### src/pkg/smcg_pkg.sv
// shared constants and types of the sleep-mode clock gating block
package smcg_pkg;
	// register map, byte addresses on the register bus
	localparam int             ADDR_W          = 8;
	localparam logic [7:0]     OFS_SLEEP_CTRL  = 8'h00;
	localparam logic [7:0]     OFS_COMP_CTRL   = 8'h04;
	localparam logic [7:0]     OFS_STATUS      = 8'h08;
	// sleep_control_reg fields
	localparam int             SE_BIT          = 0;
	localparam int             SM_LSB          = 1;
	localparam int             SM_MSB          = 3;
	localparam logic [3:0]     SCTRL_RESET     = 4'h0;
	// comparator_ctrl_status field
	localparam int             ACD_BIT         = 0;
	localparam logic           ACD_RESET       = 1'b0;
	// status register fields
	localparam int             ST_STATE_LSB    = 0;
	localparam int             ST_MODE_LSB     = 4;
	localparam int             ST_CMP_BIT      = 7;
	// sleep_mode_select codes
	localparam logic [2:0]     MODE_IDLE       = 3'h0;
	localparam logic [2:0]     MODE_ADCNR      = 3'h1;
	localparam logic [2:0]     MODE_PDOWN      = 3'h2;
	localparam logic [2:0]     MODE_PSAVE      = 3'h3;
	localparam logic [2:0]     MODE_STANDBY    = 3'h6;
	// clock_source_fuses code class that means external crystal/resonator
	localparam logic [2:0]     FUSE_XTAL_CLASS = 3'h7;
	// timing counts in cycles of the 10 MHz clock
	localparam int             CNT_W           = 16;
	localparam logic [15:0]    HOLD_CYC        = 16'h0004;
	localparam logic [15:0]    STANDBY_WAKE_CYC = 16'h0006;
	localparam logic [15:0]    STANDBY_START_CYC = STANDBY_WAKE_CYC - HOLD_CYC;

	typedef enum logic [3:0] {
		SMCG_RUN     = 4'h1,
		SMCG_SLEEP   = 4'h2,
		SMCG_STARTUP = 4'h4,
		SMCG_HOLD    = 4'h8
	} smcg_state_t;
endpackage

### src/hdl/smcg_cycle_counter.sv
// loadable down counter for the start-up and core hold delays
`timescale 1ns/100ps
`default_nettype none
module smcg_cycle_counter #(
	parameter int W = 16
) (
	input  wire logic         sys_clk_in,
	input  wire logic         rstn_in,
	input  wire logic         load_in,
	input  wire logic [W-1:0] value_in,
	output logic              last_out
);
	logic [W-1:0] cnt_q;
	logic [W-1:0] cnt_d;

	always_comb begin
		cnt_d = cnt_q;
		if (load_in) begin
			cnt_d = value_in;
		end else if (cnt_q != '0) begin
			cnt_d = cnt_q - {{(W-1){1'b0}}, 1'b1};
		end
	end

	always_ff @(posedge sys_clk_in) begin
		if (!rstn_in) begin
			cnt_q <= '0;
		end else begin
			cnt_q <= cnt_d;
		end
	end

	// a load of n ends the wait after n cycles
	assign last_out = (cnt_q <= {{(W-1){1'b0}}, 1'b1});
endmodule
`default_nettype wire

### src/hdl/smcg_wake_filter.sv
// per-mode qualification of the wake-up interrupt sources
`timescale 1ns/100ps
`default_nettype none
module smcg_wake_filter
	import smcg_pkg::*;
(
	input  wire logic [2:0] mode_in,
	input  wire logic       comparator_disable_in,
	input  wire logic       ext_irq_zero_req_in,
	input  wire logic       ext_irq_zero_level_in,
	input  wire logic       pin_change_irq_in,
	input  wire logic       start_cond_irq_in,
	input  wire logic       display_irq_in,
	input  wire logic       timer2_ovf_irq_in,
	input  wire logic       timer2_cmp_irq_in,
	input  wire logic [1:0] timer2_irq_mask_in,
	input  wire logic       global_irq_enable_in,
	input  wire logic       store_ready_irq_in,
	input  wire logic       adc_done_irq_in,
	input  wire logic       comparator_irq_in,
	input  wire logic       other_irq_in,
	output logic            wake_irq_out
);
	logic ext0_lvl;
	logic t2_ok;
	logic async_set;

	always_comb begin
		// in the stopped-clock modes only a level on ext_irq_zero is seen
		ext0_lvl  = ext_irq_zero_req_in & ext_irq_zero_level_in;
		t2_ok     = global_irq_enable_in &
		            ((timer2_ovf_irq_in & timer2_irq_mask_in[0]) |
		             (timer2_cmp_irq_in & timer2_irq_mask_in[1]));
		async_set = start_cond_irq_in | ext0_lvl | pin_change_irq_in;
		case (mode_in)
			MODE_IDLE: begin
				wake_irq_out = ext_irq_zero_req_in | pin_change_irq_in |
				               start_cond_irq_in | display_irq_in | t2_ok |
				               store_ready_irq_in | adc_done_irq_in |
				               other_irq_in |
				               (comparator_irq_in & ~comparator_disable_in);
			end
			MODE_ADCNR: begin
				wake_irq_out = adc_done_irq_in | display_irq_in |
				               start_cond_irq_in | t2_ok |
				               store_ready_irq_in | ext0_lvl |
				               pin_change_irq_in;
			end
			MODE_PSAVE: begin
				wake_irq_out = async_set | t2_ok | display_irq_in;
			end
			default: begin
				wake_irq_out = async_set;
			end
		endcase
	end
endmodule
`default_nettype wire

### src/hdl/smcg_top.sv
// sleep-mode controller: mode decode, clock gating and wake sequencing
//
// Added by the designer: the placing of the registers and the Avalon-MM interface to the registers.
`timescale 1ns/100ps
`default_nettype none
module smcg_top
	import smcg_pkg::*;
#(
	parameter logic [15:0] STARTUP_XTAL_CYC = 16'h0400,
	parameter logic [15:0] STARTUP_RC_CYC   = 16'h0040
) (
	input  wire logic                      sys_clk_in,
	input  wire logic                      rstn_in,
	input  wire logic [smcg_pkg::ADDR_W-1:0] avs_address_in,
	input  wire logic                      avs_read_in,
	input  wire logic                      avs_write_in,
	input  wire logic [31:0]               avs_writedata_in,
	output logic [31:0]                    avs_readdata_out,
	output logic                           avs_waitrequest_out,
	input  wire logic                      sleep_instr_in,
	input  wire logic [3:0]                clock_source_fuses_in,
	input  wire logic                      adc_enabled_in,
	input  wire logic                      timer2_enabled_in,
	input  wire logic                      timer2_async_in,
	input  wire logic                      display_enabled_in,
	input  wire logic                      display_async_in,
	input  wire logic                      ext_reset_n_pin_in,
	input  wire logic                      wdt_reset_in,
	input  wire logic                      bod_reset_in,
	input  wire logic                      ext_irq_zero_req_in,
	input  wire logic                      ext_irq_zero_level_in,
	input  wire logic                      pin_change_irq_in,
	input  wire logic                      start_cond_irq_in,
	input  wire logic                      display_irq_in,
	input  wire logic                      timer2_ovf_irq_in,
	input  wire logic                      timer2_cmp_irq_in,
	input  wire logic [1:0]                timer2_irq_mask_in,
	input  wire logic                      global_irq_enable_in,
	input  wire logic                      store_ready_irq_in,
	input  wire logic                      adc_done_irq_in,
	input  wire logic                      comparator_irq_in,
	input  wire logic                      other_irq_in,
	output logic                           core_clk_en_out,
	output logic                           flash_clk_en_out,
	output logic                           io_clk_en_out,
	output logic                           adc_clk_en_out,
	output logic                           async_clk_en_out,
	output logic                           periph_sync_clk_en_out,
	output logic                           main_osc_en_out,
	output logic                           timer_osc_en_out,
	output logic                           comparator_pwr_en_out,
	output logic                           adc_start_out,
	output logic                           resume_irq_out,
	output logic                           sleeping_out
);
	import smcg_pkg::*;

	////////////////////////////////////////////////////////////////////
	// register bus slave
	logic [3:0]  sctrl_q, sctrl_d;
	logic        acd_q, acd_d;
	logic        waitreq_q, waitreq_d;
	logic [31:0] rdata_q, rdata_d;
	logic        bus_take;
	smcg_state_t state_q, state_d;
	logic [2:0]  mode_q, mode_d;

	always_comb begin
		sctrl_d   = sctrl_q;
		acd_d     = acd_q;
		rdata_d   = rdata_q;
		// one wait cycle per access, so read data always come from a flop
		waitreq_d = !((avs_read_in || avs_write_in) && waitreq_q);
		bus_take  = avs_write_in && !waitreq_q;
		if ((avs_read_in || avs_write_in) && waitreq_q) begin
			rdata_d = 32'h0000_0000;
			case (avs_address_in)
				OFS_SLEEP_CTRL: rdata_d[3:0] = sctrl_q;
				OFS_COMP_CTRL:  rdata_d[ACD_BIT] = acd_q;
				OFS_STATUS: begin
					rdata_d[ST_STATE_LSB +: 4] = state_q;
					rdata_d[ST_MODE_LSB +: 3]  = mode_q;
					rdata_d[ST_CMP_BIT]        = comparator_pwr_en_out;
				end
				default: rdata_d = 32'h0000_0000;
			endcase
		end
		if (bus_take && avs_address_in == OFS_SLEEP_CTRL) begin
			sctrl_d = avs_writedata_in[3:0];
		end
		if (bus_take && avs_address_in == OFS_COMP_CTRL) begin
			acd_d = avs_writedata_in[ACD_BIT];
		end
	end

	always_ff @(posedge sys_clk_in) begin
		if (!rstn_in) begin
			sctrl_q   <= SCTRL_RESET;
			acd_q     <= ACD_RESET;
			waitreq_q <= 1'b1;
			rdata_q   <= 32'h0000_0000;
		end else begin
			sctrl_q   <= sctrl_d;
			acd_q     <= acd_d;
			waitreq_q <= waitreq_d;
			rdata_q   <= rdata_d;
		end
	end

	assign avs_waitrequest_out = waitreq_q;
	assign avs_readdata_out    = rdata_q;

	////////////////////////////////////////////////////////////////////
	// reset pin synchroniser and wake sources
	logic rst_meta_q, rst_sync_q;
	logic wake_rst, wake_irq, cnt_last, xtal_sel;

	always_ff @(posedge sys_clk_in) begin
		if (!rstn_in) begin
			rst_meta_q <= 1'b1;
			rst_sync_q <= 1'b1;
		end else begin
			rst_meta_q <= ext_reset_n_pin_in;
			rst_sync_q <= rst_meta_q;
		end
	end

	assign wake_rst = !rst_sync_q || wdt_reset_in || bod_reset_in;
	assign xtal_sel = (clock_source_fuses_in[3:1] == FUSE_XTAL_CLASS);

	smcg_wake_filter u_filter (
		.mode_in               (mode_q),
		.comparator_disable_in (acd_q),
		.ext_irq_zero_req_in   (ext_irq_zero_req_in),
		.ext_irq_zero_level_in (ext_irq_zero_level_in),
		.pin_change_irq_in     (pin_change_irq_in),
		.start_cond_irq_in     (start_cond_irq_in),
		.display_irq_in        (display_irq_in),
		.timer2_ovf_irq_in     (timer2_ovf_irq_in),
		.timer2_cmp_irq_in     (timer2_cmp_irq_in),
		.timer2_irq_mask_in    (timer2_irq_mask_in),
		.global_irq_enable_in  (global_irq_enable_in),
		.store_ready_irq_in    (store_ready_irq_in),
		.adc_done_irq_in       (adc_done_irq_in),
		.comparator_irq_in     (comparator_irq_in),
		.other_irq_in          (other_irq_in),
		.wake_irq_out          (wake_irq)
	);

	////////////////////////////////////////////////////////////////////
	// sleep sequencer
	logic        irqw_q, irqw_d;
	logic        cnt_load;
	logic [15:0] cnt_val, start_cyc;
	logic [2:0]  req_mode;
	logic        mode_ok, adc_start_d, resume_d;

	smcg_cycle_counter #(.W(CNT_W)) u_cnt (
		.sys_clk_in (sys_clk_in),
		.rstn_in    (rstn_in),
		.load_in    (cnt_load),
		.value_in   (cnt_val),
		.last_out   (cnt_last)
	);

	always_comb begin
		req_mode = sctrl_q[SM_MSB:SM_LSB];
		// standby without a crystal falls back to power-down
		if (req_mode == MODE_STANDBY && !xtal_sel) begin
			req_mode = MODE_PDOWN;
		end
		mode_ok = (req_mode == MODE_IDLE) || (req_mode == MODE_ADCNR) ||
		          (req_mode == MODE_PDOWN) || (req_mode == MODE_PSAVE) ||
		          (req_mode == MODE_STANDBY);
		case (mode_q)
			MODE_PDOWN, MODE_PSAVE: begin
				start_cyc = xtal_sel ? STARTUP_XTAL_CYC : STARTUP_RC_CYC;
			end
			MODE_STANDBY: start_cyc = STANDBY_START_CYC;
			default:      start_cyc = 16'h0000;
		endcase
	end

	always_comb begin
		state_d     = state_q;
		mode_d      = mode_q;
		irqw_d      = irqw_q;
		cnt_load    = 1'b0;
		cnt_val     = HOLD_CYC;
		adc_start_d = 1'b0;
		resume_d    = 1'b0;
		case (state_q)
			SMCG_RUN: begin
				// reserved codes leave every clock running
				if (sleep_instr_in && sctrl_q[SE_BIT] && mode_ok) begin
					state_d     = SMCG_SLEEP;
					mode_d      = req_mode;
					adc_start_d = adc_enabled_in &&
					              (req_mode == MODE_IDLE ||
					               req_mode == MODE_ADCNR);
				end
			end
			SMCG_SLEEP: begin
				if (wake_rst || wake_irq) begin
					irqw_d   = !wake_rst;
					cnt_load = 1'b1;
					if (start_cyc != 16'h0000) begin
						state_d = SMCG_STARTUP;
						cnt_val = start_cyc;
					end else if (!wake_rst) begin
						state_d = SMCG_HOLD;
					end else begin
						state_d = SMCG_RUN;
					end
				end
			end
			SMCG_STARTUP: begin
				if (cnt_last) begin
					cnt_load = 1'b1;
					state_d  = irqw_q ? SMCG_HOLD : SMCG_RUN;
				end
			end
			SMCG_HOLD: begin
				if (cnt_last) begin
					state_d  = SMCG_RUN;
					resume_d = 1'b1;
				end
			end
			default: state_d = SMCG_RUN;
		endcase
	end

	////////////////////////////////////////////////////////////////////
	// clock domain and oscillator gating
	logic async_use, sync_use;
	logic [8:0] gate_d, gate_q;

	always_comb begin
		async_use = (timer2_enabled_in && timer2_async_in) ||
		            (display_enabled_in && display_async_in);
		sync_use  = (timer2_enabled_in && !timer2_async_in) ||
		            (display_enabled_in && !display_async_in);
		// order: core flash io adc async periph_sync main tosc comparator
		gate_d = {8'hFF, 1'b0};
		gate_d[1] = async_use;
		gate_d[0] = !acd_q;
		case (state_d)
			SMCG_SLEEP, SMCG_STARTUP: begin
				case (mode_d)
					MODE_IDLE: gate_d[8:7] = 2'h0;
					MODE_ADCNR: begin
						gate_d[8:6] = 3'h0;
						// async timer 2 and display keep their clock here
						gate_d[4]   = 1'b1;
					end
					MODE_PSAVE: begin
						gate_d[8:5] = 4'h0;
						gate_d[4] = async_use;
						gate_d[3] = sync_use;
						gate_d[2] = sync_use;
						gate_d[0] = 1'b0;
					end
					default: begin
						// power-down and standby; standby keeps the oscillator
						gate_d[8:3] = 6'h00;
						gate_d[2]   = (mode_d == MODE_STANDBY);
						gate_d[1]   = 1'b0;
						gate_d[0]   = 1'b0;
					end
				endcase
				// oscillator must run while the clock restarts
				if (state_d == SMCG_STARTUP) begin
					gate_d[2] = 1'b1;
				end
			end
			SMCG_HOLD: gate_d[8:7] = 2'h0;
			default: gate_d[8:7] = 2'h3;
		endcase
	end

	always_ff @(posedge sys_clk_in) begin
		if (!rstn_in) begin
			state_q        <= SMCG_RUN;
			mode_q         <= MODE_IDLE;
			irqw_q         <= 1'b0;
			// timer oscillator stays off until some module uses it
			gate_q         <= 9'h1FD;
			adc_start_out  <= 1'b0;
			resume_irq_out <= 1'b0;
			sleeping_out   <= 1'b0;
		end else begin
			state_q        <= state_d;
			mode_q         <= mode_d;
			irqw_q         <= irqw_d;
			gate_q         <= gate_d;
			adc_start_out  <= adc_start_d;
			resume_irq_out <= resume_d;
			sleeping_out   <= (state_d != SMCG_RUN);
		end
	end

	assign {core_clk_en_out, flash_clk_en_out, io_clk_en_out,
	        adc_clk_en_out, async_clk_en_out, periph_sync_clk_en_out,
	        main_osc_en_out, timer_osc_en_out, comparator_pwr_en_out} = gate_q;

	////////////////////////////////////////////////////////////////////
	// checks
	AST_SLEEP_NEEDS_SE: assert property (
		@(posedge sys_clk_in) disable iff (!rstn_in)
		$rose(sleeping_out) |-> $past(sleep_instr_in) && $past(sctrl_q[SE_BIT])
	) else $error("entered sleep without sleep enable");

	AST_HOLD_FOUR: assert property (
		@(posedge sys_clk_in) disable iff (!rstn_in)
		$rose(state_q == SMCG_HOLD) |->
			!core_clk_en_out [*4] ##1 core_clk_en_out
	) else $error("core hold after wake is not four cycles");

	AST_IDLE_GATES: assert property (
		@(posedge sys_clk_in) disable iff (!rstn_in)
		(state_q == SMCG_SLEEP && mode_q == MODE_IDLE) |->
			!core_clk_en_out && !flash_clk_en_out && io_clk_en_out &&
			adc_clk_en_out && main_osc_en_out
	) else $error("idle gating wrong");

	AST_COMP_OFF: assert property (
		@(posedge sys_clk_in) disable iff (!rstn_in)
		acd_q && $past(acd_q) |-> !comparator_pwr_en_out
	) else $error("comparator powered while disabled");

	AST_ADC_AUTOSTART: assert property (
		@(posedge sys_clk_in) disable iff (!rstn_in)
		adc_start_out |-> $rose(sleeping_out) && $past(adc_enabled_in) &&
			(mode_q == MODE_IDLE || mode_q == MODE_ADCNR)
	) else $error("conversion start outside idle or noise reduction entry");

	AST_ADCNR_GATES: assert property (
		@(posedge sys_clk_in) disable iff (!rstn_in)
		(state_q == SMCG_SLEEP && mode_q == MODE_ADCNR) |->
			!io_clk_en_out && !core_clk_en_out && adc_clk_en_out
	) else $error("noise reduction gating wrong");

	AST_PDOWN_GATES: assert property (
		@(posedge sys_clk_in) disable iff (!rstn_in)
		(state_q == SMCG_SLEEP && mode_q == MODE_PDOWN) |->
			!main_osc_en_out && !timer_osc_en_out && !async_clk_en_out &&
			!io_clk_en_out && !adc_clk_en_out
	) else $error("power-down left a clock running");

	AST_PDOWN_NO_TIMER: assert property (
		@(posedge sys_clk_in) disable iff (!rstn_in)
		(state_q == SMCG_SLEEP && mode_q == MODE_PDOWN && !wake_rst &&
		 !start_cond_irq_in && !pin_change_irq_in && !ext_irq_zero_req_in)
			|=> state_q == SMCG_SLEEP
	) else $error("power-down woke on a source it must ignore");

	AST_PSAVE_T2_MASK: assert property (
		@(posedge sys_clk_in) disable iff (!rstn_in)
		(state_q == SMCG_SLEEP && mode_q == MODE_PSAVE &&
		 !global_irq_enable_in && !wake_rst && !display_irq_in &&
		 !start_cond_irq_in && !pin_change_irq_in && !ext_irq_zero_req_in)
			|=> state_q == SMCG_SLEEP
	) else $error("power-save woke on timer 2 without global enable");

	AST_PSAVE_SYNC_ONLY: assert property (
		@(posedge sys_clk_in) disable iff (!rstn_in)
		(state_q == SMCG_SLEEP && mode_q == MODE_PSAVE) |->
			!io_clk_en_out && !adc_clk_en_out &&
			(periph_sync_clk_en_out == main_osc_en_out)
	) else $error("power-save sync clock leaked to other modules");

	AST_STANDBY_SIX: assert property (
		@(posedge sys_clk_in) disable iff (!rstn_in)
		(state_q == SMCG_SLEEP && mode_q == MODE_STANDBY && wake_irq &&
		 !wake_rst) |=> ##[1:6] core_clk_en_out
	) else $error("standby wake slower than six cycles");

	AST_RESERVED_RUNS: assert property (
		@(posedge sys_clk_in) disable iff (!rstn_in)
		(state_q == SMCG_RUN && sleep_instr_in && !mode_ok) |=>
			state_q == SMCG_RUN && core_clk_en_out
	) else $error("reserved mode code stopped the core");
endmodule
`default_nettype wire

### config.mk
export PLATFORM = sky130hd
export DESIGN_NAME = smcg_top
export DESIGN_NICKNAME = d
export VERILOG_FILES = /design/src/pkg/smcg_pkg.sv /design/src/hdl/smcg_cycle_counter.sv /design/src/hdl/smcg_wake_filter.sv /design/src/hdl/smcg_top.sv
export SDC_FILE = /design/constraint.sdc
export NUM_CORES = 1
export LEC_CHECK = 0
export ABC_AREA = 1
export BUFFER_PORTS_ARGS = -buffer_cell sky130_fd_sc_hd__buf_2
export CORE_UTILIZATION = 35
export DETAILED_ROUTE_END_ITERATION = 10
export PLACE_DENSITY = 0.68
export RECOVER_POWER = 100
export SLEW_MARGIN = 0
export SYNTH_ARGS = -nofsm -noshare
export SYNTH_HDL_FRONTEND = slang
export SYNTH_SLANG_ARGS = --single-unit
export TNS_END_PERCENT = 50
### constraint.sdc
create_clock -name sys_clk_in -period 1.4 [get_ports sys_clk_in]
set_input_delay 0.14 -clock sys_clk_in [delete_from_list [all_inputs] [get_ports sys_clk_in]]
set_output_delay 0.14 -clock sys_clk_in [all_outputs]
set_load 0.01 [all_outputs]
* Yosys cells after proc, flatten, opt, wreduce, memory -nomap -nowiden
Index checks and enable logic that the tools add are counted.
** Word-level totals
- Register bits after elaboration :: 52
- Bits in latches :: 0
- Bits in writable memories :: 0
- ROM bits :: 0
- Output and inout port bits :: 45
- Logic and storage cells :: 148
- Memories :: 0
** Cells by class
- Add/sub/neg operators :: 1
- Multiply operators :: 0
- Divide/modulo/power cells :: 0
- $lt $le $gt $ge :: 1
- Equal/unequal tests :: 23
- Shifts and indexed selects :: 0
- Mux-type cells :: 33
- Bitwise gates (word level) :: 27
- Reduce and logical (&&, ||, !) cells :: 47
** Operators by type and width (number)
- 2-to-1 mux 16 bit :: 5
- 2-to-1 mux 4 bit :: 8
- nonzero test 16 bit :: 2
- case mux 11 bit (2 select lines) :: 1
- OR 1 bit :: 19
- less-or-equal comparator 16 x 1 -> 1 bit (second input constant) :: 1
- case mux 4 bit (4 select lines) :: 1
- subtractor 16 x 1 -> 16 bit (second input constant) :: 1
- == test 3 x 2 -> 1 bit (second input constant) :: 5
- == test 3 bit (second input constant) :: 5
- logical AND 1 bit :: 12
- 2-to-1 mux 11 bit :: 1
- logical OR 1 bit :: 10
- == test 3 x 1 -> 1 bit (second input constant) :: 3
- zero test 3 bit :: 3
- 2-to-1 mux 3 bit :: 3
- OR reduction 3 bit :: 3
- == test 4 x 2 -> 1 bit (second input constant) :: 2
- == test 4 x 3 -> 1 bit (second input constant) :: 2
- == test 4 bit (second input constant) :: 2
- == test 8 x 3 -> 1 bit (second input constant) :: 1
- == test 8 x 4 -> 1 bit (second input constant) :: 1
- zero test 1 bit :: 8
- zero test 8 bit :: 1
- 14 further kinds :: 32

* Logic depth before layout (Yosys ltp)
Gate-level depths: netlist (run 1).
- Depth after elaboration :: 16
- Depth in mapped cells :: 14

* Cells and area by module
Synthesis (run 1) repeated with hierarchy kept, for this count alone.
** Second synthesis, totals
- Cells, all modules :: 447
- Area total of the unflattened synthesis :: 3045.4 µm²
** Modules (own cells, without submodules)
- smcg_top :: instances 1, cells an instance 240, area an instance 1793.0 µm²
- smcg_cycle_counter :: instances 1, cells an instance 181, area an instance 1143.6 µm²
- smcg_wake_filter :: instances 1, cells an instance 26, area an instance 108.9 µm²

* Least setup slack after synthesis (run 1)
No wires, ideal clock.
- Path kind :: register to register
- Start point :: register u_cnt.cnt_q[0]
- End point :: register u_cnt.cnt_q[11]
- Library setup time :: 115 ps
- Arrival :: 1440 ps
- Setup slack :: -155 ps
- Stages on the path, launching flop included :: 13
- Clock period less this slack :: 1555 ps
- Cells stage by stage :: dfxtp_1 -> inv_1 -> ha_1 -> nand2_2 -> nor2_4 -> nand2_4 -> nand2_2 -> nor2_2 -> nand2_2 -> nor2_2 -> nand2_1 -> xor2_1 -> nor2_1
** On the way
- Word-level cells in the longest chain between the ends :: 4
** Ends and longest elaborated chain
- from (decl) :: line smcg_cycle_counter.sv:13 : logic [W-1:0] cnt_q;
- from (signal assigned) :: line smcg_cycle_counter.sv:29 : cnt_q <= cnt_d;
- less-or-equal comparator 16 x 1 -> 1 bit :: line smcg_cycle_counter.sv:34 : assign last_out = (cnt_q <= {{(W-1){1'b0}}, 1'b1});
- 2-to-1 mux 1 bit :: line smcg_top.sv:218 : if (cnt_last) begin
- case mux 1 bit (2 select lines) :: line smcg_top.sv:192 : case (state_q)
- 2-to-1 mux 16 bit or nonzero test 2 bit (tied branches)
Parallel ways exist; a longest one is shown, timed or not. The select of a mux whose other input is x is not followed.
A chain may end at the register's enable or synchronous reset.

* Final worst setup path (run 1)
- Start point :: register u_cnt.cnt_q[1]
- End point :: register u_cnt.cnt_q[6]
The elaborated chain is that of the path after synthesis.

==> results of run 1 <==
worst max-delay path, stage by stage (launching register included):
cell and delay (ps):
dfxtp_2 350, inv_2 70, ha_4 140, nand2_4 60, nor2_4 180, inv_4 70
a21oi_4 170, nand2_4 150, nand3_4 110, nand2_4 60, a21oi_2 100
timing repair:
item / 4_1_cts / 5_1_grt
pin swaps: 24 / 21
endpoints found under the setup margin: 29 / 31
gates resized for setup: 25 / 28
gates cloned: 0 / 1
setup buffers: 9 / 1
registers in the layout, indices dropped and copies added, names as in the netlist:
signal / flops
avs_readdata_out: 8
state_q: 4
sleeping_out: 1
mode_q: 3
irqw_q: 1
u_cnt.cnt_q: 16
gate_q: 8
sctrl_q: 4
adc_start_out: 1
avs_waitrequest_out: 1
rst_meta_q: 1
resume_irq_out: 1
rst_sync_q: 1
acd_q: 1
final cells by class:
type / count / area, sq um
Timing Repair Buffer: 139 / 877
Clock inverter: 3 / 22.5
Clock buffer: 5 / 68.8
Inverter: 54 / 210
Multi-Input combinational cell: 265 / 1650
Fill cell: 728 / 3740
Tap cell: 102 / 128
Sequential cell: 51 / 1030
layer usage:
layer	vias up	global-route usage	wire length (um)
li1	1451	-	-
met1	1329	0.221	3370
met2	83	0.304	3650
met3	10	0.0251	295
met4	0	0.0754	128
met5	-	0	0
final timing paths:
path	startpoint	endpoint	slack, ps	cells after the start
worst max-delay path	u_cnt.cnt_q[1]	u_cnt.cnt_q[6]	-130	10
worst min-delay path	ext_reset_n_pin_in	rst_meta_q	30	2
worst max register to register	u_cnt.cnt_q[1]	u_cnt.cnt_q[6]	-130	10
worst min register to register	rst_meta_q	rst_sync_q	420	1
stage by stage:
stage,std cells,total power (W)
after floorplan,398,0.00387
after global placement,600,0.00506
after detailed placement,600,0.00513
after CTS,617,0.00624
after global routing,619,0.00699
final,619,0.00648
synthesized netlist by cell type, types with 2 or more instances:
master / n
o211ai_1: 2
o21ai_2: 5
or2_2: 2
dfxtp_1: 51
a21oi_2: 3
o21ai_0: 13
nand2_4: 4
ha_1: 2
nand3_1: 25
nand4_1: 13
clkbuf_1: 2
nor2_1: 48
nor2_2: 7
a211oi_1: 2
a21oi_1: 19
nor2_4: 2
a31oi_1: 2
nand2_1: 48
nor3_1: 3
nand3_2: 3
o22ai_1: 4
inv_1: 44
xor2_1: 5
o21ai_1: 2
buf_4: 25
nand2_2: 10
inv_2: 8
nor4_1: 2
xnor2_1: 5
logic make-up after synthesis:
family | Yosys count | share of synthesized area
and+or+nand+nor | 174 | 0.322
buffers and inverters | 83 | 0.150
AOI/OAI and AO/OA | 54 | 0.119
DFF | 51 | 0.367
xor gates and xnor gates | 10 | 0.0314
adders and majority gates | 2 | 0.00898
other | 1 | 0.00135
power groups by stage:
stage / sequential, W / clock, W / combinational (W)
final: 0.00184 / 0.000891 / 0.00374
after global routing: 0.00187 / 0.000972 / 0.00415
after CTS: 0.00184 / 0.000916 / 0.00348
after detailed placement: 0.00187 / 0 / 0.00326
after global placement: 0.00186 / 0 / 0.00320
after floorplan: 0.00188 / 0 / 0.00199
placed cells by master, fill, tap and decap left out, types with 4 or more instances in the layout:
cell type	Yosys	layout
xnor2_1	5	5
a21oi_2	3	5
o21ai_1	2	4
dfxtp_2	0	5
inv_1	44	39
buf_6	1	4
nand4_1	13	13
o22ai_1	4	4
nor2_2	7	7
dfxtp_1	51	46
nor2_4	2	8
clkbuf_1	2	21
a21oi_1	19	15
nand3_1	25	21
nor2_1	48	42
conb_1	1	24
inv_2	8	12
buf_2	1	41
o21ai_0	13	13
clkbuf_8	0	5
nand2_1	48	42
nand2_2	10	10
buf_4	25	73
xor2_1	5	5
nand3_2	3	6
nand2_4	4	9
==> reports/results.tsv, run 1 <==
metric	value	unit
max_freq	0.654	GHz
hp-class	primary input to flop	
status	finished with violations	
syn_inst	375	
pre_cts_slack	-153	ps
power_frac_clock	0.138	
finClkSkew	17.0	ps
postLayoutCoreUtil	0.516	
internal_power	0.00387	W
fin_nets	589	
synth_area_per_cell	7.43	sq um
drcViolationCount	0	
placed_cell_area	0.00364	sq mm
cellPowerDensity	1630	mW/mm^2
io_pins	116	
cts_hold_buf	0	
syn_area	0.00279	sq mm
antenna_found_initial	0	
layout_setup_ws	-129	ps
maxCapViolCount	0	
synth_flop_cell	dfxtp_1	
portBuffers	62	
clock_latency	310	ps
core_area	0.00773	sq mm
yosys.area.top_type_share	0.367	
holdWs	27.5	ps
yosys.area.top_type	dfxtp_1	
synthArstFlopShare	0	
ys_seq_area_frac	0.367	
die_h	91.2	um
wl	7450	um
tightestPinTransition	588	ps
num_vias	2873	
start_util	0.360	
ys_warn_count	0	
vias_per_cell	4.64	
wire_per_inst	12.0	um
critPathArrivalTime	1770	ps
fin_area	0.00398	sq mm
grtUsageTotal	0.177	
switching_share	0.403	
synth-seq-cells	51	
vdd_ir_drop_max	0.836	mV
synth_cell_types	43	
fp-row-count	32	
gp_congestion	0.848	
finalHoldViolCount	0	
first_pass_iters	4	
grt_pass1_wl	11900	um
synth-edff-count	0	
overflow	0	
cts_tree	done	
layout_min_cycle_time	1530	ps
slew_headroom	0.607	
rsz0062_at_grt	yes	
htree_levels	2	
first_iter_violations	104	
cts_buffers	5	
critPathKind	flop to flop	
cp_max_fo	8	
drive_above_1_share	0.410	
grt_max_degree	20	
fin_crit_sh	1.09	
ys_top_cells_by_area	dfxtp_1, buf_4, nand2_1	
pwr-share-seq	0.285	
power_switching	0.00261	W
clk_pin_slew	110	ps
die_area	0.00832	sq mm
syn2layout_area_growth	43.0	%
setup_viol	28	
violations	setup timing	
timing.setup.tns	-2320	ps
slew_viol_final	0	
start_kind	flop	
grt_pass1_vias	2724	
pwr-share-comb	0.578	
cts_root_buf	clkbuf_8	
ant_nets	0	
cts_sinks	51	
cp-end-kind	flop	
die_x	91.2	um
antenna_cells	0	
clk_path_buf_depth	2	
p_leak	1.94	nW
dp.final_hpwl	5510	um
cp.required	1640	ps
Note: power is estimated with default switching activity, not from simulation.
==> inputs of run 2 (changes only) <==
--- a/config.mk
+++ b/config.mk
@@ -11,6 +11,7 @@
 export DETAILED_ROUTE_END_ITERATION = 10
 export PLACE_DENSITY = 0.68
 export RECOVER_POWER = 100
+export REMOVE_ABC_BUFFERS = 1
 export SLEW_MARGIN = 0
 export SYNTH_ARGS = -nofsm -noshare
 export SYNTH_HDL_FRONTEND = slang
==> reports/results.tsv, run 2 (synthesis gave the netlist of run 1 again) <==
metric	value	unit	change
status	finished with violations		unchanged
violations	DRC, setup timing		was setup timing
fillers	674		was 728
cp_cell_sequence	inv_2, ha_4, nand2_4, nor2_4, inv_2, a21oi_4, nand2_4, nand3_4, nand2_4, a21oi_1		was inv_2, ha_4, nand2_4, nor2_4, inv_4, a21oi_4, nand2_4, nand3_4, nand2_4, a21oi_2
critPathMaxStageDelay	340	ps	was 350 ps
gp_congestion	0.849		was 0.848
critPathArrivalTime	1810	ps	was 1770 ps
first_iter_violations	177		was 104
cellPowerDensity	1660	mW/mm^2	was 1630 mW/mm^2
fp-row-count	32		unchanged
rsz0062_at_grt	yes		unchanged
wire_per_inst	13.1	um	was 12.0 um
holdWs	5.51	ps	was 27.5 ps
die_x	91.2	um	unchanged
worst-path-buf-inv	2		unchanged
antenna_cells	0		unchanged
portBuffers	62		unchanged
cp.depth	10		unchanged
grt_pass1_wl	12600	um	was 11900 um
drive_above_1_share	0.510		was 0.410
grt_max_degree	21		was 20
die_area	0.00832	sq mm	unchanged
path_delay_family	simple AND/OR/NAND/NOR gates		unchanged
critPathKind	flop to flop		unchanged
cp-end-kind	flop		unchanged
core_area	0.00773	sq mm	unchanged
grtUsageTotal	0.189		was 0.177
maxCapViolCount	0		unchanged
cts_hold_buf	0		unchanged
hp-start	ext_reset_n_pin_in		unchanged
timing.setup.tns	-2290	ps	was -2320 ps
overflow	0		unchanged
rr_startpoint	u_cnt.cnt_q[1]		unchanged
cp.required	1640	ps	about the same
layout_setup_ws	-166	ps	was -129 ps
setup_viol	27		was 28
cts_root_buf	clkbuf_8		unchanged
cp_slowest_cell	dfxtp_2		unchanged
dp.final_hpwl	5600	um	was 5510 um
fin_nets	599		was 589
path_common_cell	nand2_4		unchanged
syn2layout_area_growth	51.2	%	was 43.0%
start_util	0.360		unchanged
vias_per_cell	4.77		was 4.64
fin_crit_sh	1.12		was 1.09
max_freq	0.639	GHz	was 0.654 GHz
layout_commonest_cell	buf_4		unchanged
grt_pass1_vias	2815		was 2724
slew_viol_final	0		unchanged
cts_tree	done		unchanged
clk_pin_slew	100	ps	was 110 ps
regToRegSetupSlack	-170	ps	was -130 ps
largest_reg_flops	16		unchanged
final_cell_mix	buf_4, buf_2, dfxtp_1		was buf_4, dfxtp_1, nand2_1, nor2_1, buf_2
wl	8230	um	was 7450 um
first_pass_iters	7		was 4
layout_min_cycle_time	1570	ps	was 1530 ps
io_pins	116		unchanged
finalHoldViolCount	0		unchanged
cts_buffers	5		unchanged
die_h	91.2	um	unchanged
drcViolationCount	1		was 0
num_vias	2999		was 2873
htree_levels	2		unchanged
clk_path_buf_depth	2		unchanged
finClkSkew	17.0	ps	about the same
top_register	u_cnt.cnt_q		unchanged
start_kind	flop		unchanged
pre_cts_slack	-190	ps	was -153 ps
cp_max_fo	8		unchanged
ant_nets	0		unchanged
vdd_ir_drop_max	0.793	mV	was 0.836 mV
p_leak	2.07	nW	was 1.94 nW
critPathLaunch	u_cnt.cnt_q[1]		unchanged
hp-class	primary input to flop		unchanged
worstRegToRegCells	10		unchanged
antenna_found_initial	0		unchanged
clock_latency	320	ps	was 310 ps
critPathCapture	u_cnt.cnt_q[6]		unchanged
cts_sinks	51		unchanged
reg2reg_to	u_cnt.cnt_q[6]		unchanged
[run 2: cell types whose count changed in the layout (fill, tap and decap cells not counted), moves of 3 or more]
cell      before  now
buf_2         41   62
clkbuf_1      21    0
inv_2         12   20
buf_4         73   80
inv_1         39   32
dfxtp_1       46   41
dfxtp_2        5   10
nor2_1        42   38
nand2_1       42   39
nand2_4        9   12
[run 2: metal layers]
| layer | global-route usage | share of wire |
|---|---|---|
| met5 | 0 | 0 |
| met1 | 0.221 | 0.41 |
| met4 | 0.0635 | 0.020 |
| met2 | 0.347 | 0.51 |
| met3 | 0.0327 | 0.053 |
[run 2: through the flow]
stage          power, W   util  cells  area [sq um]
2_1_floorplan   0.00365      -    369          2660
3_3_place_gp    0.00499  0.474    608          3660
3_5_place_dp    0.00506  0.474    608          3660
4_1_cts         0.00656  0.522    624          4030
5_1_grt         0.00737  0.545    629          4210
6_report        0.00699  0.545    629          4210
[run 2: worst min-delay path by stage]
| stage | endpoint | slack (ps) | depth (start not counted) |
|---|---|---|---|
| after floorplan | avs_waitrequest_out | 210 | 1 |
| after global placement | rst_meta_q | 330 | 2 |
| after detailed placement | rst_meta_q | 330 | 2 |
| after CTS | rst_meta_q | 4 | 2 |
| after global routing | rst_meta_q | 6 | 2 |
| final | rst_meta_q | 6 | 2 |
[run 2: timing repair]
item | 4_1_cts | 5_1_grt
cloned | 2 | 0
setup buffers | 6 | 5
pin swaps | 26 | 18
gates resized for setup | 56 | 40
endpoints found under the setup margin | 28 | 32
[run 2: area by class of cell]
| cell class | instances | area (sq um) | area share |
|---|---|---|---|
| inverter | 54 | 208 | 0.0493 |
| multi-input combinational | 266 | 1750 | 0.416 |
| clock buffer | 5 | 68.8 | 0.0163 |
| sequential | 51 | 1030 | 0.245 |
| timing repair buffer | 148 | 978 | 0.232 |
| clock inverter | 3 | 43.8 | 0.0104 |
| tap | 102 | 128 | 0.0303 |
[run 2: report_power, final]
group          switching, W  internal, W  total (W)
registers          0.000174      0.00168    0.00186
logic               0.00216      0.00191    0.00407
clock network      0.000528     0.000533    0.00106
total               0.00286      0.00413    0.00699
[run 2: worst register-to-register path: cells and delay by family (launching register included)]
kind | cells | cell delay, ps
and+or+nand+nor | 5 | 540
AOI/OAI and AO/OA | 2 | 310
DFF | 1 | 340
adders and majority gates | 1 | 150
buffers and inverters | 2 | 160
==> inputs of run 3 (changes only) <==
--- a/config.mk
+++ b/config.mk
@@ -9,11 +9,13 @@
 export BUFFER_PORTS_ARGS = -buffer_cell sky130_fd_sc_hd__buf_2
 export CORE_UTILIZATION = 35
 export DETAILED_ROUTE_END_ITERATION = 10
-export PLACE_DENSITY = 0.68
+export PLACE_DENSITY = 0.67
 export RECOVER_POWER = 100
 export REMOVE_ABC_BUFFERS = 1
+export SKIP_CTS_REPAIR_TIMING = 1
 export SLEW_MARGIN = 0
 export SYNTH_ARGS = -nofsm -noshare
 export SYNTH_HDL_FRONTEND = slang
+export SYNTH_HIERARCHICAL = 1
 export SYNTH_SLANG_ARGS = --single-unit
 export TNS_END_PERCENT = 50
==> reports/results.tsv, run 3 <==
metric	value	unit	change
status	finished with violations		unchanged
violations	setup timing		was DRC, setup timing
wire_per_inst	11.3	um	was 13.1 um
ys_top_cells_by_area	dfxtp_1, nand2_1, inv_1		was dfxtp_1, buf_4, nand2_1
antenna_cells	0		unchanged
clk_path_buf_depth	2		unchanged
num_vias	3152		was 2999
grt_max_degree	17		was 21
wl	7850	um	was 8230 um
dp.cells	674		was 608
grtUsageTotal	0.174		was 0.189
clk_pin_slew	90	ps	was 100 ps
vias_per_cell	4.55		was 4.77
first_iter_violations	95		was 177
max_freq	0.536	GHz	was 0.639 GHz
layout_commonest_cell	nand2_1		was buf_4
start_kind	flop		unchanged
setup_viol	32		was 27
syn2layout_area_growth	37.4	%	was 51.2%
cts_tree	done		unchanged
gp_congestion	0.836		was 0.849
p_leak	2.05	nW	was 2.07 nW
highest_layer	met4		unchanged
antenna_found_initial	0		unchanged
timing.setup.tns	-10880	ps	was -2290 ps
slew_headroom	0.641		
yosys-top-cells-count	nand2_1, inv_1, dfxtp_1		was dfxtp_1, nand2_1, nor2_1
top_register	u_cnt/cnt_q		was u_cnt.cnt_q
htree_levels	2		unchanged
fin_nets	659		was 599
cellPowerDensity	1680	mW/mm^2	was 1660 mW/mm^2
finClkSkew	6.58	ps	was 17.0 ps
fillers	814		was 674
power_switching	0.00301	W	was 0.00286 W
io_pins	116		unchanged
synthArstFlopShare	0		unchanged
synth-edff-count	0		unchanged
cp.required	1630	ps	was 1640 ps
postLayoutCoreUtil	0.504		was 0.545
layout_min_cycle_time	1870	ps	was 1570 ps
die_area	0.00908	sq mm	was 0.00832 sq mm
wl_met1	3230	um	was 3400 um
pwr-share-comb	0.590		was 0.583
critPathKind	flop to flop		unchanged
grt_pass1_wl	12500	um	was 12600 um
yosys.area.top_type_share	0.335		was 0.367
ant_nets	0		unchanged
synth_cell_types	41		was 43
die_x	95.3	um	was 91.2 um
ys_warn_count	6		was 0
cts_buffers	5		unchanged
drcViolationCount	0		was 1
wl_met3	366	um	was 435 um
final_cell_mix	nand2_1, buf_4, inv_1		was buf_4, buf_2, dfxtp_1
maxCapViolCount	0		unchanged
syn_area	0.00305	sq mm	was 0.00279 sq mm
hp-class	primary input to flop		unchanged
fin_crit_sh	1.33		was 1.12
core_area	0.00830	sq mm	was 0.00773 sq mm
switching_share	0.427		was 0.409
synth-seq-cells	51		unchanged
layout_setup_ws	-467	ps	was -166 ps
met2_length	4170	um	was 4230 um
internal_power	0.00403	W	was 0.00413 W
vdd_ir_drop_max	0.600	mV	was 0.793 mV
start_util	0.367		was 0.360
grt_pass1_vias	2924		was 2815
pre_cts_slack	-651	ps	was -190 ps
cp_max_fo	5		was 8
slew_viol_final	0		unchanged
drive_above_1_share	0.354		was 0.510
finalHoldViolCount	0		unchanged
pwr-share-seq	0.265		was 0.266
cts_root_buf	clkbuf_8		unchanged
critPathArrivalTime	2100	ps	was 1810 ps
largest_reg_flops	16		unchanged
regArea	0.00103	sq mm	about the same
synth_area_per_cell	6.81	sq um	was 7.43 sq um
first_pass_iters	4		was 7
dp.final_hpwl	6070	um	was 5600 um
fp-row-count	33		was 32
multiInputGateArea	0.00185	sq mm	was 0.00175 sq mm
yosys.area.top_type	dfxtp_1		unchanged
regToRegSetupSlack	-470	ps	was -170 ps
yosysMostFrequentCell	nand2_1		was dfxtp_1
die_h	95.3	um	was 91.2 um
syn_inst	447		was 375
clock_latency	310	ps	was 320 ps
final_cells	692		was 629
cp-end-kind	flop		unchanged
portBuffers	62		unchanged
overflow	0		unchanged
tightestPinTransition	538	ps	
power_frac_clock	0.146		was 0.152
synth_flop_cell	dfxtp_1		unchanged
cts_sinks	51		unchanged
ys_seq_area_frac	0.335		was 0.367
rsz0062_at_grt	yes		unchanged
-- run 3: changes by cell type after synthesis, moves of 6 or more --
cell     previous run  this run
inv_1              44        57
nand3_1            25        37
nand2_2            10        16
nand4_1            13         6
nand2_1            48       102
nor2_1             48        35
a21oi_1            19        25
-- run 3: per-stage QoR --
step | hold slack, ps | total power [W] | instance area (sq um)
final | 25.6 | 0.00704 | 4180
after global routing | 31.1 | 0.00760 | 4180
after global placement | 337 | 0.00544 | 3830
after floorplan | 210 | 0.00406 | 2960
after CTS | 8.59 | 0.00655 | 3950
after detailed placement | 331 | 0.00551 | 3830
-- run 3: final timing paths --
| path | start | to | depth (start not counted) |
|---|---|---|---|
| worst max register to register | u_cnt/cnt_q[1] | u_cnt/cnt_q[6] | 13 |
| worst min-delay path | ext_reset_n_pin_in | rst_meta_q | 2 |
| worst min register to register | rst_meta_q | rst_sync_q | 1 |
| worst max-delay path | u_cnt/cnt_q[1] | u_cnt/cnt_q[6] | 13 |
-- run 3: power groups by stage --
stage / combinational [W] / clock (W) / sequential, W
global placement: 0.00358 / 0 / 0.00186
detailed placement: 0.00365 / 0 / 0.00186
CTS: 0.00367 / 0.00105 / 0.00183
floorplan: 0.00217 / 0 / 0.00189
finish: 0.00415 / 0.00102 / 0.00186
global route: 0.00459 / 0.00112 / 0.00189
-- run 3: kinds of logic after synthesis --
logic type,Yosys count,synth area share
AOI/OAI and AO/OA,57,0.103
xor gates and xnor gates,2,0.00575
adders and majority gates,2,0.00822
buffers and inverters,96,0.151
DFF,51,0.335
other,1,0.00123
and+or+nand+nor,238,0.395
-- run 3: cell type report --
cell class,count,area share
Multi-Input combinational cell,335,0.441
Tap cell,105,0.0314
Clock inverter,3,0.0105
Timing Repair Buffer,130,0.195
Sequential cell,51,0.246
Clock buffer,5,0.0164
Inverter,63,0.0592
-- run 3: critical path: stages, from the launching register on --
cell and delay (ps):
dfxtp_2 330, inv_2 100, ha_4 140, nand2_2 70
nor2_4 120, nand4_2 100, nand2_2 120, inv_2 60
o21ai_4 170, clkinv_4 110, buf_6 130, o211ai_1 70
o21ai_1 110, nor3_2 160
-- run 3: routing by layer --
layer | track usage | up-vias
li1 | - | 1635
met1 | 0.208 | 1425
met2 | 0.325 | 84
met3 | 0.0231 | 8
met4 | 0.0391 | 0
met5 | 0 | -
